==> src/shared/cte_params.svh <==
// Constants for the trap and system exception unit.
`ifndef CTE_PARAMS_SVH
`define CTE_PARAMS_SVH
// Register byte offsets on the bus.
`define CTE_OFF_CTRL      8'h00
`define CTE_OFF_SP0       8'h04
`define CTE_OFF_TCLASS    8'h08
`define CTE_OFF_TPC       8'h0C
`define CTE_OFF_TVEC      8'h10
// Control register field positions.
`define CTE_B_SERIAL      0
`define CTE_B_ORDERED     1
`define CTE_B_TTC         2
`define CTE_B_TIT         3
`define CTE_B_VV          4
`define CTE_B_RES         5
`define CTE_B_RING_LO     8
`define CTE_B_RING_HI     10
// Handler pointer addresses in page 0.
`define CTE_VEC_SYSEXC    32'h0000_000C
`define CTE_VEC_VV        32'h0000_001C
`define CTE_VEC_TRACE     32'h0000_0040
`define CTE_VEC_BKPT      32'h0000_0050
`define CTE_VEC_MACH      32'h0000_0000
// Class and qualifier codes.
`define CTE_CL_ERREXIT    8'h00
`define CTE_CL_UNDEF      8'h01
`define CTE_CL_RINGV      8'h02
`define CTE_CL_VV         8'h03
`define CTE_CL_PBKPT      8'h05
`define CTE_CL_TIT        8'h08
`define CTE_Q_NONE        8'h00
`define CTE_Q_PRIV        8'h00
`define CTE_Q_INADDR      8'h01
`define CTE_Q_OUTSYSC     8'h02
`define CTE_Q_INRTN       8'h03
`define CTE_Q_GATE        8'h04
`define CTE_Q_FRLEN       8'h05
// Frame length codes and rings.
`define CTE_FRL_EXT       2'h1
`define CTE_FRL_CTX       2'h0
`define CTE_RING0         3'h0
`define CTE_RING_USER     3'h4
// Reset values.
`define CTE_CTRL_RST      32'h0000_0420
`define CTE_ZERO32        32'h0000_0000
`endif

==> src/shared/cte_pkg.sv <==
// Types shared by the trap and system exception unit.
package cte_pkg;
    // Sequencer states, Gray coded along idle, push, jump.
    typedef enum logic [1:0]
    {
        CTE_IDLE = 2'h0,
        CTE_PUSH = 2'h1,
        CTE_JUMP = 2'h3
    } cte_state_t;
endpackage : cte_pkg

==> src/verilog/cte_unit.sv <==
// Trap and system exception unit with an AHB-Lite register slave.
//
// The implementer's own choices: the address map and register access over AHB-Lite.
`timescale 1ns/1ns
`include "cte_params.svh"

module cte_unit #(
    parameter int OPW = 16 // Op code width.
) (
    // Clock and reset.
    input  wire logic           i_clk,
    input  wire logic           i_rstn,
    // AHB-Lite slave.
    input  wire logic           i_hsel,
    input  wire logic [31:0]    i_haddr,
    input  wire logic [1:0]     i_htrans,
    input  wire logic           i_hwrite,
    input  wire logic [2:0]     i_hsize,
    input  wire logic [31:0]    i_hwdata,
    input  wire logic           i_hready,
    output logic      [31:0]    o_hrdata,
    output logic                o_hreadyout,
    output logic                o_hresp,
    // Instruction issue and op code checks.
    input  wire logic           i_instr_valid,
    input  wire logic [OPW-1:0] i_opcode,
    input  wire logic           i_opcode_undef,
    input  wire logic           i_priv_instr,
    // Vector state accesses of the issuing instruction.
    input  wire logic           i_vreg_access,
    input  wire logic           i_vlen_access,
    input  wire logic           i_vstride_access,
    input  wire logic           i_vmask_access,
    input  wire logic           i_vfirst_access,
    // Breakpoints.
    input  wire logic           i_bkpt,
    input  wire logic           i_pbkpt,
    // Memory reference, system call and return checks.
    input  wire logic           i_ref_valid,
    input  wire logic [2:0]     i_ref_ring,
    input  wire logic           i_sysc,
    input  wire logic [2:0]     i_sysc_ring,
    input  wire logic           i_sysc_gate_ok,
    input  wire logic           i_rtn,
    input  wire logic           i_rtn_ext,
    input  wire logic [2:0]     i_rtn_ring,
    input  wire logic           i_rtn_len_ok,
    // Fork pickup and concurrency frame pop.
    input  wire logic           i_fork_pickup,
    input  wire logic [31:0]    i_new_thread_status_word,
    input  wire logic [31:0]    i_new_thread_start_address,
    input  wire logic           i_ttc_frame_pop,
    input  wire logic [31:0]    i_popped_status_word,
    // Trap sequencing outputs.
    output logic                o_busy,
    output logic                o_frame_push,
    output logic      [1:0]     o_frame_length_code,
    output logic      [31:0]    o_saved_pc,
    output logic                o_trap_valid,
    output logic      [31:0]    o_trap_vector,
    output logic      [2:0]     o_trap_ring,
    output logic                o_machine_exc,
    output logic                o_exc_local,
    output logic      [31:0]    o_trap_class_register,
    // Execution mode outputs.
    output logic                o_overlap_disable,
    output logic                o_ordered_stores
);

    // Whole state of the unit in one record.
    typedef struct packed {
        cte_pkg::cte_state_t st;        // Sequencer state.
        logic [31:0]         ctrl;      // Status word held by software.
        logic [31:0]         sp0;       // Ring 0 stack pointer.
        logic [31:0]         tclass;    // Trap class register.
        logic [31:0]         tpc;       // Last saved program counter.
        logic [31:0]         rdata;     // Read data for the data phase.
        logic                wpend;     // A write data phase is due.
        logic [7:0]          waddr;     // Offset of the pending write.
        logic                psys;      // Pending event is a system one.
        logic                puseq;     // Pending event loads its class.
        logic [7:0]          pcls;      // Pending class code.
        logic [7:0]          pqual;     // Pending qualifier code.
        logic [31:0]         pvec;      // Pending handler pointer.
        logic [2:0]          pring;     // Pending target ring.
        logic                push;      // Frame push strobe.
        logic [1:0]          fcode;     // Frame length code.
        logic [31:0]         spc;       // Saved program counter.
        logic                trapv;     // Handler entry strobe.
        logic [31:0]         vec;       // Handler pointer address.
        logic [2:0]          tring;     // Ring the handler runs in.
        logic                mexc;      // Machine exception strobe.
        logic                local_x;   // System exception is local.
        logic                busy;      // Events are held off.
    } cte_state_rec_t;

    cte_state_rec_t s_r;   // Registered state.
    cte_state_rec_t s_nxt; // Next state.

    // Event decode of the issuing instruction.
    logic       vec_instr;   // Instruction touches vector state.
    logic       ev_err;      // All-zero op code.
    logic       ev_undef;    // Undefined op code.
    logic       ev_ringv;    // Any ring violation.
    logic [7:0] ringv_q;     // Qualifier of that violation.
    logic       ev_vv;       // Vector valid trap.
    logic       ev_tit;      // Thread initialization trap.
    logic [2:0] cur_ring;    // Ring now executing.
    logic       sys_bad;     // Ring 0 stack or page unusable.
    logic       idle;        // Sequencer can take an event.
    logic       a_phase;     // Bus address phase accepted.

    assign cur_ring = s_r.ctrl[`CTE_B_RING_HI:`CTE_B_RING_LO];
    assign idle     = (s_r.st == cte_pkg::CTE_IDLE);
    assign a_phase  = i_hsel && i_hready && i_htrans[1];

    // Classify the current instruction and pick a ring violation code.
    always_comb
    begin
        // Every vector-state register access counts as vector use.
        vec_instr = i_instr_valid && (i_vreg_access || i_vlen_access ||
                    i_vstride_access || i_vmask_access ||
                    i_vfirst_access);
        ev_err    = i_instr_valid && (i_opcode == '0);
        ev_undef  = i_instr_valid && i_opcode_undef;
        ev_vv     = vec_instr && !s_r.ctrl[`CTE_B_VV];
        // The fork block word decides, not our own status word.
        ev_tit    = i_fork_pickup &&
                    i_new_thread_status_word[`CTE_B_TIT];
        ev_ringv  = 1'b1;
        ringv_q   = `CTE_Q_NONE;
        // Lowest qualifier wins when several violations coincide.
        if (i_instr_valid && i_priv_instr && cur_ring != `CTE_RING0)
        begin
            ringv_q = `CTE_Q_PRIV;
        end
        else if (i_ref_valid && i_ref_ring < cur_ring)
        begin
            ringv_q = `CTE_Q_INADDR;
        end
        else if (i_sysc && i_sysc_ring > cur_ring)
        begin
            ringv_q = `CTE_Q_OUTSYSC;
        end
        else if (i_rtn && i_rtn_ext && i_rtn_ring < cur_ring)
        begin
            // Short and long returns never leave the ring.
            ringv_q = `CTE_Q_INRTN;
        end
        else if (i_sysc && !i_sysc_gate_ok)
        begin
            ringv_q = `CTE_Q_GATE;
        end
        else if (i_rtn && !i_rtn_len_ok)
        begin
            ringv_q = `CTE_Q_FRLEN;
        end
        else
        begin
            ev_ringv = 1'b0;
        end
    end

    // A system exception needs a word-aligned ring 0 stack and page 0.
    assign sys_bad = (s_r.sp0[1:0] != 2'h0) ||
                     !s_r.ctrl[`CTE_B_RES];

    // Next state: bus slave, status word and trap sequencer.
    always_comb
    begin
        s_nxt         = s_r;
        s_nxt.push    = 1'b0;
        s_nxt.trapv   = 1'b0;
        s_nxt.mexc    = 1'b0;
        s_nxt.wpend   = 1'b0;
        // Zero wait states: every transfer completes in its data phase.
        s_nxt.rdata   = `CTE_ZERO32;
        if (a_phase && !i_hwrite)
        begin
            unique case (i_haddr[7:0])
                `CTE_OFF_CTRL:   s_nxt.rdata = s_r.ctrl;
                `CTE_OFF_SP0:    s_nxt.rdata = s_r.sp0;
                `CTE_OFF_TCLASS: s_nxt.rdata = s_r.tclass;
                `CTE_OFF_TPC:    s_nxt.rdata = s_r.tpc;
                `CTE_OFF_TVEC:   s_nxt.rdata = s_r.vec;
                default:         s_nxt.rdata = `CTE_ZERO32;
            endcase
        end
        if (a_phase && i_hwrite)
        begin
            s_nxt.wpend = 1'b1;
            s_nxt.waddr = i_haddr[7:0];
        end
        // Software writes raise no exception in any ring.
        if (s_r.wpend && s_r.waddr == `CTE_OFF_CTRL)
        begin
            s_nxt.ctrl = i_hwdata;
        end
        if (s_r.wpend && s_r.waddr == `CTE_OFF_SP0)
        begin
            s_nxt.sp0 = i_hwdata;
        end
        // Popping the frame reloads the saved word, so the trace bit
        // comes back; it overrides a software write in the same cycle.
        if (i_ttc_frame_pop)
        begin
            s_nxt.ctrl = i_popped_status_word;
        end
        unique case (s_r.st)
            cte_pkg::CTE_IDLE:
            begin
                s_nxt.busy = 1'b0;
                s_nxt.psys = 1'b1;
                s_nxt.puseq = 1'b1;
                s_nxt.pqual = `CTE_Q_NONE;
                s_nxt.pring = `CTE_RING0;
                s_nxt.fcode = `CTE_FRL_EXT;
                s_nxt.spc   = i_new_thread_start_address;
                s_nxt.pvec  = `CTE_VEC_SYSEXC;
                s_nxt.pcls  = `CTE_CL_ERREXIT;
                s_nxt.st    = cte_pkg::CTE_PUSH;
                // Priority runs from op code errors down to trace.
                if (ev_err)
                begin
                    s_nxt.pcls = `CTE_CL_ERREXIT;
                end
                else if (ev_undef)
                begin
                    s_nxt.pcls = `CTE_CL_UNDEF;
                end
                else if (ev_ringv)
                begin
                    s_nxt.pcls  = `CTE_CL_RINGV;
                    s_nxt.pqual = ringv_q;
                    // An inward reference is a fault: full context.
                    if (ringv_q == `CTE_Q_INADDR)
                    begin
                        s_nxt.fcode = `CTE_FRL_CTX;
                    end
                end
                else if (ev_vv)
                begin
                    s_nxt.pcls = `CTE_CL_VV;
                    s_nxt.pvec = `CTE_VEC_VV;
                end
                else if (i_pbkpt)
                begin
                    s_nxt.pcls = `CTE_CL_PBKPT;
                end
                else if (i_bkpt)
                begin
                    // User trap: current ring, no class load.
                    s_nxt.psys  = 1'b0;
                    s_nxt.puseq = 1'b0;
                    s_nxt.pring = cur_ring;
                    s_nxt.pvec  = `CTE_VEC_BKPT;
                end
                else if (ev_tit)
                begin
                    // Lowest of all: trace trap in the same ring.
                    s_nxt.psys = 1'b0;
                    s_nxt.pring = cur_ring;
                    s_nxt.pcls = `CTE_CL_TIT;
                    s_nxt.pvec = `CTE_VEC_TRACE;
                end
                else
                begin
                    s_nxt.st = cte_pkg::CTE_IDLE;
                end
                if (s_nxt.st == cte_pkg::CTE_PUSH)
                begin
                    s_nxt.busy = 1'b1;
                    // Fork traps save the new thread start address.
                    if (!(ev_tit && !ev_err && !ev_undef && !ev_ringv &&
                          !ev_vv && !i_pbkpt && !i_bkpt))
                    begin
                        s_nxt.spc = s_r.tpc;
                    end
                end
            end
            cte_pkg::CTE_PUSH:
            begin
                // System exceptions cannot be masked; a bad ring 0
                // turns them into a machine exception instead.
                if (s_r.psys && sys_bad)
                begin
                    s_nxt.mexc  = 1'b1;
                    s_nxt.vec   = `CTE_VEC_MACH;
                    s_nxt.tring = `CTE_RING0;
                    s_nxt.st    = cte_pkg::CTE_IDLE;
                    s_nxt.busy  = 1'b0;
                end
                else
                begin
                    s_nxt.push = 1'b1;
                    s_nxt.tpc  = s_r.spc;
                    s_nxt.st   = cte_pkg::CTE_JUMP;
                end
            end
            cte_pkg::CTE_JUMP:
            begin
                // Class and qualifier land after the frame is pushed.
                if (s_r.puseq)
                begin
                    s_nxt.tclass = {s_r.pqual, s_r.pcls,
                                    16'h0000};
                end
                s_nxt.trapv   = 1'b1;
                s_nxt.vec     = s_r.pvec;
                s_nxt.tring   = s_r.pring;
                s_nxt.local_x = s_r.psys;
                s_nxt.ctrl[`CTE_B_RING_HI:`CTE_B_RING_LO] = s_r.pring;
                s_nxt.st      = cte_pkg::CTE_IDLE;
                s_nxt.busy    = 1'b0;
            end
            default:
            begin
                s_nxt.st   = cte_pkg::CTE_IDLE;
                s_nxt.busy = 1'b0;
            end
        endcase
    end

    // Register the state; the reset is synchronous.
    always_ff @(posedge i_clk)
    begin
        if (!i_rstn)
        begin
            s_r      <= '0;
            s_r.st   <= cte_pkg::CTE_IDLE;
            s_r.ctrl <= `CTE_CTRL_RST;
        end
        else
        begin
            s_r <= s_nxt;
        end
    end

    // Outputs come straight from state flops, except the tied-off ready and response.
    assign o_hrdata              = s_r.rdata;
    assign o_hreadyout           = 1'b1;
    assign o_hresp               = 1'b0;
    assign o_busy                = s_r.busy;
    assign o_frame_push          = s_r.push;
    assign o_frame_length_code   = s_r.fcode;
    assign o_saved_pc            = s_r.tpc;
    assign o_trap_valid          = s_r.trapv;
    assign o_trap_vector         = s_r.vec;
    assign o_trap_ring           = s_r.tring;
    assign o_machine_exc         = s_r.mexc;
    assign o_exc_local           = s_r.local_x;
    assign o_trap_class_register = s_r.tclass;
    // Pipeline overlap and store order only; results never change.
    assign o_overlap_disable     = s_r.ctrl[`CTE_B_SERIAL];
    assign o_ordered_stores      = s_r.ctrl[`CTE_B_ORDERED];

    logic only_tit; // Fork trap with nothing above it.
    assign only_tit = idle && ev_tit && !ev_err && !ev_undef &&
                      !ev_ringv && !ev_vv && !i_pbkpt && !i_bkpt;
endmodule : cte_unit

==> config.mk <==
export PLATFORM = sky130hd
export DESIGN_NAME = cte_unit
export DESIGN_NICKNAME = d
export VERILOG_FILES = /design/src/shared/cte_pkg.sv /design/src/verilog/cte_unit.sv
export VERILOG_INCLUDE_DIRS = /design/src /design/src/shared
export SDC_FILE = /design/constraint.sdc
export NUM_CORES = 1
export LEC_CHECK = 0
export ABC_AREA = 1
export BUFFER_PORTS_ARGS = -buffer_cell sky130_fd_sc_hd__buf_2
export CAP_MARGIN = 20
export CORE_MARGIN = 10
export CORE_UTILIZATION = 40
export CTS_BUF_LIST = sky130_fd_sc_hd__clkbuf_4 sky130_fd_sc_hd__clkbuf_8
export DETAILED_ROUTE_END_ITERATION = 10
export PLACE_DENSITY = 0.77
export SYNTH_ARGS = -nofsm -noshare
export SYNTH_HDL_FRONTEND = slang
export SYNTH_SLANG_ARGS = --single-unit
==> constraint.sdc <==
create_clock -name i_clk -period 2.05 [get_ports i_clk]
set_input_delay 0 -clock i_clk [delete_from_list [all_inputs] [get_ports i_clk]]
set_output_delay 0 -clock i_clk [all_outputs]
set_load 0.05 [all_outputs]
[After elaboration in Yosys (flattened, before gate mapping)]
Index checks and enable logic that the tools add are counted.
W data, S select, Z words.
Storage, ports and cells
  flip-flop bits (word level): 282
  latch bits: 0
  memory bits (writable): 0
  memory bits (read-only): 0
  bits of input ports: 213
  output and inout port bits: 142
  logic and storage cells: 158
  memories: 0
Operators by class
  add/sub/neg operators: 0
  multiply operators: 0
  divide/modulo/power cells: 0
  order comparisons: 3
  equal/unequal tests: 10
  shift-type cells: 0
  multiplexer cells: 64
  bitwise logic cells: 1
  reductions and logical operators: 56
Operators by type and width (number)
  $pmux W32 S5: 1
  $mux W32: 4
  $mux W43: 2
  $pmux W35 S2: 1
  $mux W10: 4
  $mux W36: 1
  $mux W4: 7
  $logic_and A1 B1 Y1: 26
  $mux W2: 13
  $mux W3: 8
  $mux W1: 18
  $eq A8 B3 Y1 const B: 2
  $eq A8 B4 Y1 const B: 2
  $logic_not A16 Y1: 1
  $logic_not A8 Y1: 2
  $logic_not A1 Y1: 11
  $reduce_and A2 Y1: 5
  $mux W9: 1
  $eq A8 B1 Y1 const B: 1
  $eq A8 B5 Y1 const B: 1
  $mux W8: 1
  $mux W7: 1
  $lt A3 B3 Y1: 2
  $reduce_bool A2 Y1: 3
  other kinds (10): 16

[Logic depth before layout (Yosys ltp)]
Gate-level depths: netlist of the first run.
  depth in word-level cells: 15
  mapped depth: 13
  mapped depth without buffers: 13

[Worst setup path after synthesis of the first run]
OpenSTA, ideal clock, no wires.
  path type: register to register
  start point: reg s_r (netlist bit cur_ring[2])
  end point: reg s_r[43] (netlist name)
  setup time: 0.132 ns
  data arrival time: 1.683 ns
  required time: 1.918 ns
  setup slack: 0.235 ns
  stages on the path, launching flop included: 12
  buffers on the path: 1
  period minus slack after synthesis: 1.815 ns
  path through: dfxtp_1 inv_1 ha_1 a21oi_1 o21ai_1 nand2_1 nand2_2 nor2_8 buf_2 nand3_1 nand3_1 a21oi_1
Between the ends
  word-level cells in the longest chain between the ends: 13
  elaborated cells on any way between the ends: 24
  classes of those cells: order compare: 3; eq/ne: 1; mux: 10; reduce/logical: 10
RTL lines
  from (decl): RTL line cte_unit.sv:97  | cte_state_rec_t s_r;
  from (signal assigned): RTL line cte_unit.sv:335  | s_r <= s_nxt;
  $lt A3 B3 Y1: RTL line cte_unit.sv:145  | else if (i_rtn && i_rtn_ext && i_rtn_ring < cur_ring)
  $logic_and A1 B1 Y1: RTL line cte_unit.sv:145
  $mux W1: RTL line cte_unit.sv:145
  $mux W1: RTL line cte_unit.sv:141  | else if (i_sysc && i_sysc_ring > cur_ring)
  $mux W1: RTL line cte_unit.sv:137  | else if (i_ref_valid && i_ref_ring < cur_ring)
  $mux W1 *: RTL line cte_unit.sv:133  | if (i_instr_valid && i_priv_instr && cur_ring != `CTE_RING0)
  branches (longest 6 deep; another with $mux W2)
  $mux W32 *: RTL line cte_unit.sv:270  | if (s_nxt.st == cte_pkg::CTE_PUSH)
Mark *: on every way between the ends. The select of a mux whose other input is x is not followed.
A chain may end at the register's enable or synchronous reset.

[Final worst setup path of the first run]
  start point: reg s_r (netlist bit cur_ring[2])
  end point: reg s_r[76] (netlist name)
Between the ends
  word-level cells in the longest chain between the ends: 9
  elaborated cells on any way between the ends: 19
  classes of those cells: order compare: 3; mux: 11; reduce/logical: 5
RTL lines
  $lt A3 B3 Y1: RTL line cte_unit.sv:145
  $logic_and A1 B1 Y1: RTL line cte_unit.sv:145
  $mux W1: RTL line cte_unit.sv:145
  $mux W1: RTL line cte_unit.sv:141
  $mux W1: RTL line cte_unit.sv:137
  $mux W1: RTL line cte_unit.sv:133
  $mux W10 *: RTL line cte_unit.sv:231  | else if (ev_ringv)
  $mux W43 *: RTL line cte_unit.sv:227  | else if (ev_undef)
  $mux W43 *: RTL line cte_unit.sv:223  | if (ev_err)
Every way passes the cells marked *; elsewhere a longest branch is shown, timed or not.

==> results.md, run 1 <==
* Core area at 24200 µm²
* Register share of total power at 0.419
* First-pass GRT wire length at 51400 µm
* Peak supply drop at 560 µV
* Clock sink total at 204
* Die ar. at 31000 µm²
* YS warnings at 0
* Grt total ovfl at 0
* Logic gate share of total power at 0.194
* Vias per std cell at 4.97
* Number of CTS-inserted buffers at 37
* Pint at 0.00718 W
* Clk Latency, worst-skew pair at 0.52 ns
* Vias in the first global route at 9345
* Drt wl/cell at 17.4 µm
* Initial Util at 0.403
* Fmax at 0.515 GHz
* Clk buf depth at 3
* Die width at 176 µm
* Finished Cell Area at 12500 µm²
* Final period util at 0.948
* Largest stage delay, worst path at 0.34 ns
* TritonRoute pass-1 iters at 8
* Final WS setup at 0.107 ns
* Crit path capture type: flop
* Setup_tns at 0 ns
* Met3 WL at 2970 µm
* Clock Skew at 0.0171 ns
* Cell variety after synth at 38
* Drt first-iter violations at 918
* DR WL met2 at 15700 µm
* DIE HEIGHT at 176 µm
* I/O pin total at 355
* Post-placement cell area at 10500 µm²
* Switching share of total power at 0.312
* Post-synthesis sequential area ratio at 0.419
* Clock transition at path regs at 0.06 ns
* DRT Wirelength at 33800 µm
* Hold Slack at 0.0196 ns
* CTS tree: built
* Slew headroom at 0.570
* Tmin final at 1.94 ns
* GRT Util Overall at 0.204
* Post-DP HPWL at 22500 µm
* Largest net degree at the start of global routing at 87
* Initial antenna violation count at 3
* Count of input and output buffers at 239
* DR top layer: met4
* Metal1 wirelength at 13900 µm
* Slew at the pin closest to its max-slew limit at 0.645 ns
* Hold Vio Cnt, Final at 0
* Status: completed
* Core Rows at 57
* Clk pwr share at 0.387
* Pre-CTS WS at 0.0699 ns
* Max-slew violations at 0
* Clock Tree Root: clkbuf_8
* H-tree lvl count at 2
* Netlist Area Pre-Place at 9750 µm²
* Setup violators final at 0
* Total power at 0.0104 W
* Total of max-cap violations at 0
* FF+latch count, synth at 204
* Cell Pwr Density at 836 nW/µm²
* Worst Path Buf+Inv at 2
* Setup Fix Bufs, Post-CTS at 0
* Gpl congestion at 0.853
* Drc violations at 0
* Via Count at 9664
* NetSw at 0.00326 W
* Synth Flop Type: dfxtp_1
* Post-synth EDFFs at 0
* Worst Hold Class: input pin to flop
* Routed Antenna Nets at 0
* Area Overhead vs Synth at 28.1%
* Crit path arrival time at 2.37 ns
* CP Launch Type: flop
* Avg Cell Area, Syn at 7.34 µm²
* Nets at 1815
* Mapped Cells at 1328
* Crit path max fanout at 7
* Crit path cell chain: inv_2 -> ha_1 -> nand3_1 -> nand3_2 -> nand3_4 -> nor2_8 -> inv_2 -> nor2_4 -> nand3_1 -> a21oi_1
* CP max stage cell: dfxtp_1
* Cell leakage power at 5.60 nW
* Worst path top cell family by delay: simple AND/OR/NAND/NOR gates
* Layout cell share with drive strength beyond 1 at 0.228
* Async SR Flop Fraction at 0
* Critical path class: flop to flop
* CP Data Required Time at 2.48 ns
[flip-flops by register name (all words and copies together), names as in the netlist, 3 cells and up]
name,cells
o_trap_ring,3
o_trap_vector,3
s_r,116
o_saved_pc,32
cur_ring,3
o_trap_class_register,7
o_hrdata,32
[metal layers]
metal,GRT usage,vias to the layer above
met5,0,-
met4,0.0862,0
met3,0.0515,91
met2,0.327,483
met1,0.256,4411
li1,-,4679
[repair_timing]
| action | 4_1_cts | 5_1_grt |
|---|---|---|
| resized for setup | 0 | 13 |
| hold buffers | 116 | 0 |
| endpoints found under the hold margin | 130 | 0 |
| endpoints found under the setup margin | 0 | 37 |
[power by group through the flow]
stage	Combinational, W	Sequential (W)	Clock (W)
floorplan	0.00147	0.00439	0
global placement	0.00177	0.00445	0
detailed placement	0.00179	0.00445	0
CTS	0.00197	0.00437	0.00411
global route	0.00219	0.00440	0.00426
finish	0.00202	0.00437	0.00404
[synthesized netlist by cell type (2+ instances only)]
master    count  area, µm²
nor2_4        4       45.0
nand2_4       2       22.5
nand3_1      88        440
buf_6         4       45.0
nor3_1       28        140
a41oi_1       3       26.3
nand3_2       6       60.1
a32o_1        2       20.0
a21oi_1     180        901
nand2_1     256        961
conb_1        2       7.51
inv_2         5       18.8
ha_1          7       87.6
nor2_1       64        240
inv_1       123        462
dfxtp_1     204       4080
a31oi_1      31        194
nor2_8        2       40.0
o21ai_0      94        470
clkbuf_1     34        128
clkinv_1      2       7.51
nand2_2       2       12.5
buf_2        30        150
buf_4       140       1050
nand4_1       2       12.5
[cell usage in the layout (no fill, tap or decap), types with 2 or more instances in the layout]
| cell type | n |
|---|---|
| nor2_8 | 2 |
| a31oi_1 | 31 |
| clkbuf_8 | 43 |
| clkinv_1 | 2 |
| nor2_1 | 63 |
| inv_1 | 120 |
| diode_2 | 3 |
| buf_12 | 7 |
| clkinv_2 | 5 |
| o21ai_1 | 2 |
| nand4_1 | 2 |
| conb_1 | 56 |
| a21oi_1 | 180 |
| inv_2 | 8 |
| nand2_4 | 3 |
| buf_4 | 19 |
| nand3_1 | 86 |
| nand3_2 | 7 |
| bufinv_16 | 2 |
| ha_1 | 6 |
| clkbuf_4 | 12 |
| a41oi_1 | 3 |
| dlygate4sd3_1 | 116 |
| nor2_2 | 2 |
| nand2_2 | 4 |
| o21ai_0 | 93 |
| nor2_4 | 4 |
| buf_2 | 239 |
| dfxtp_1 | 203 |
| nand2_1 | 253 |
| a32o_1 | 2 |
| nor3_1 | 28 |
[worst reg2reg max path, delay by kind of cell, from the launching register on]
| kind | cells | cell delay, ns |
|---|---|---|
| adders and majority gates | 1 | 0.30 |
| and+or+nand+nor | 6 | 0.91 |
| buffers and inverters | 2 | 0.16 |
| DFF | 1 | 0.34 |
| AOI/OAI and AO/OA | 1 | 0.16 |
[area by class of cell]
cell class | instances | area (µm²)
antenna | 3 | 7.51
clock buffer | 55 | 682
clock inverter | 8 | 92.6
fill | 2191 | 11700
inverter | 130 | 488
multi-input combinational | 840 | 4070
sequential | 204 | 4090
tap | 324 | 405
timing repair buffer | 382 | 2650
[worst paths after layout]
path | startpoint | end | slack, ns | cells past startpoint
worst max-delay path | cur_ring[2]$_SDFFE_PN1P_ | s_r[76]$_SDFFE_PN0N_ | 0.11 | 10
worst min-delay path | i_vreg_access | s_r[119]$_SDFFE_PN0N_ | 0.02 | 6
worst max register to register | cur_ring[2]$_SDFFE_PN1P_ | s_r[76]$_SDFFE_PN0N_ | 0.11 | 10
worst min register to register | s_r[117]$_SDFFE_PN0N_ | s_r[117]$_SDFFE_PN0N_ | 0.46 | 2
[kinds of logic after synthesis]
| group | Yosys count | share of synthesized area |
|---|---|---|
| adders and majority gates | 7 | 0.00899 |
| other | 2 | 0.000771 |
| and+or+nand+nor | 460 | 0.208 |
| AOI/OAI and AO/OA | 316 | 0.172 |
| DFF | 204 | 0.419 |
| buffers and inverters | 339 | 0.191 |
[stage by stage]
step | utilization | instances
after floorplan | - | 1382
after global placement | 0.433 | 1763
after detailed placement | 0.433 | 1763
after CTS | 0.513 | 1942
after global routing | 0.516 | 1946
final | 0.516 | 1946
(Power assumes the default switching activity.)
==> run 2: changes to the inputs <==
--- a/config.mk
+++ b/config.mk
@@ -13,7 +13,7 @@
 export CORE_UTILIZATION = 40
 export CTS_BUF_LIST = sky130_fd_sc_hd__clkbuf_4 sky130_fd_sc_hd__clkbuf_8
 export DETAILED_ROUTE_END_ITERATION = 10
-export PLACE_DENSITY = 0.77
+export PLACE_DENSITY = 0.73
 export SYNTH_ARGS = -nofsm -noshare
 export SYNTH_HDL_FRONTEND = slang
 export SYNTH_SLANG_ARGS = --single-unit
==> results.md, run 2 (same netlist as run 1, synthesis figures left out) <==
* CP max stage cell: dfxtp_1
* Most frequent CP cell: nand3_1
* Clock sink total at 204 (unchanged)
* Largest stage delay, worst path at 0.35 ns (about the same)
* Drt wl/cell at 17.0 µm (-2.3%)
* Nets at 1820 (+0.28%)
* Hold Vio Cnt, Final at 0 (unchanged)
* Post-DP HPWL at 22500 µm (about the same)
* TritonRoute pass-1 iters at 5 (-3)
* Clk buf depth at 3 (unchanged)
* Crit path capture type: flop
* Die ar. at 31000 µm² (unchanged)
* Crit path cell chain: inv_2 -> ha_1 -> a21oi_1 -> nand3b_1 -> nand2_4 -> nor2_8 -> buf_12 -> clkbuf_16 -> nand3_1 -> nand3_1 -> a21oi_2
* Die width at 176 µm (unchanged)
* Vias per std cell at 4.91 (-1.1%)
* Drt first-iter violations at 728 (-21%)
* Final period util at 0.957 (+0.00939)
* Final Util at 0.519 (+0.00274)
* Gpl congestion at 0.892 (+4.6%)
* Initial antenna violation count at 1 (-2)
* Commonest non-fill, non-tap cell in the layout: nand2_1
* RSZ-0062 raised after global routing: false
* Max FFs per register at 116 (unchanged)
* Worst path top cell family by delay: simple AND/OR/NAND/NOR gates
* Total of max-cap violations at 0 (unchanged)
* Vias in the first global route at 9118 (-2.4%)
* Cell leakage power at 5.59 nW (-0.12%)
* Status: completed
* Clock Tree Root: clkbuf_8
* Worst Hold Class: input pin to flop
* Pre-CTS WS at -0.0253 ns (-0.0952 ns)
* Tmin final at 1.96 ns (+0.0192 ns)
* Hold Slack at 0.0208 ns (+0.00124 ns)
* CP Launch Type: flop
* Peak supply drop at 554 µV (-1.0%)
* Slew headroom at 0.621 (+0.0510)
* Initial Util at 0.403 (unchanged)
* Largest Register: s_r
* Slew at the pin closest to its max-slew limit at 0.568 ns (-0.0764 ns)
* Clock Skew at 0.0105 ns (-0.00656 ns)
* Max-slew violations at 0 (unchanged)
* H-tree lvl count at 2 (unchanged)
* GRT Util Overall at 0.198 (-0.00649)
* Critical path class: flop to flop
* Count of input and output buffers at 239 (unchanged)
* Crit path arrival time at 2.41 ns (+0.04 ns)
* Crit path max fanout at 10 (+3)
* Area Overhead vs Synth at 28.8%
* Commonest non-fill, non-tap cells in the layout: 254 x nand2_1, 239 x buf_2, 203 x dfxtp_1, 175 x a21oi_1, 120 x inv_1
* CTS tree: built
* Via Count at 9568 (-0.99%)
* Core area at 24200 µm² (unchanged)
* Routed Antenna Nets at 0 (unchanged)
* Grt total ovfl at 0 (unchanged)
* Clock transition at path regs at 0.06 ns (about the same)
* Drc violations at 0 (unchanged)
* Layout cell share with drive strength beyond 1 at 0.231 (+0.00328)
* Final WS setup at 0.0874 ns (-0.0192 ns)
* First-pass GRT wire length at 49800 µm (-3.0%)
* Setup violators final at 0 (unchanged)
* Core Rows at 57 (unchanged)
* Placed insts at 1761 (-0.11%)
* DRT Wirelength at 33100 µm (-2.2%)
* I/O pin total at 355 (unchanged)
* Fmax at 0.510 GHz (-0.98%)
* Clk Latency, worst-skew pair at 0.52 ns (about the same)
* CP Data Required Time at 2.49 ns (about the same)
* DIE HEIGHT at 176 µm (unchanged)
* Cell Pwr Density at 825 nW/µm² (-1.3%)
* Largest net degree at the start of global routing at 87 (unchanged)
* Total power at 0.0104 W (-0.80%)
* Number of CTS-inserted buffers at 37 (unchanged)
* Finished Layout Cells at 1948 (+0.10%)
* Worst Path Buf+Inv at 3 (+1)
-- run 2: cell types whose count changed in the layout (fill, tap and decap cells not counted), moves of 2 or more --
cell,delta
buf_4,+2
bufinv_16,-2
a21oi_1,-5
clkinv_2,-4
clkbuf_8,+4
a21oi_2,+5
-- run 2: worst register-to-register path: stages (launching register included) --
cell	delay [ns]
dfxtp_1	0.35
inv_2	0.08
ha_1	0.30
a21oi_1	0.14
nand3b_1	0.18
nand2_4	0.17
nor2_8	0.06
buf_12	0.14
clkbuf_16	0.17
nand3_1	0.08
nand3_1	0.09
a21oi_2	0.14
-- run 2: repair_timing --
item,in CTS,in global routing
endpoints found under the setup margin,32,42
buffers inserted,0,4
hold endpoints to repair,131,0
gates cloned,0,3
gates resized for setup,1,16
hold buffers,117,0
pin swaps,0,5
-- run 2: report_power, final --
part	switching [W]	internal [W]	total, W
clock	0.00166	0.00224	0.00391
sequential	0.000192	0.00418	0.00438
combinational	0.00141	0.000663	0.00208
-- run 2: layout make-up --
type	count	area (µm²)
fill	2259	11600
multi-input combinational	841	4120
sequential	204	4090
timing repair buffer	386	2700
clock buffer	58	729
inverter	130	488
tap	324	405
clock inverter	3	20.0
antenna	2	5.00
-- run 2: per-stage QoR --
step | setup TNS [ns] | area [µm²]
final | 0 | 12500
after global routing | 0 | 12500
after CTS | 0 | 12400
after detailed placement | -0.270 | 10400
after global placement | 0 | 10400
after floorplan | 0 | 9950
-- run 2: path summary, 6_finish.rpt --
kind                            startpoint               endpoint  slack (ns)  cells past startpoint
setup / recovery  cur_ring[2]$_SDFFE_PN1P_   s_r[68]$_SDFFE_PN0N_        0.09                     11
setup reg to reg  cur_ring[2]$_SDFFE_PN1P_   s_r[68]$_SDFFE_PN0N_        0.09                     11
hold reg to reg       s_r[60]$_SDFFE_PN0N_   s_r[60]$_SDFFE_PN0N_        0.46                      2
hold / removal               i_vreg_access  s_r[125]$_SDFFE_PN0N_        0.02                      5
-- run 2: per-layer routing --
metal  GRT usage  wire [µm]  vias to the layer above
met4      0.0615        846                        0
met3      0.0463       2780                       66
met1       0.254      13800                     4418
met5           0          0                        -
li1            -          -                     4686
met2       0.322      15600                      398
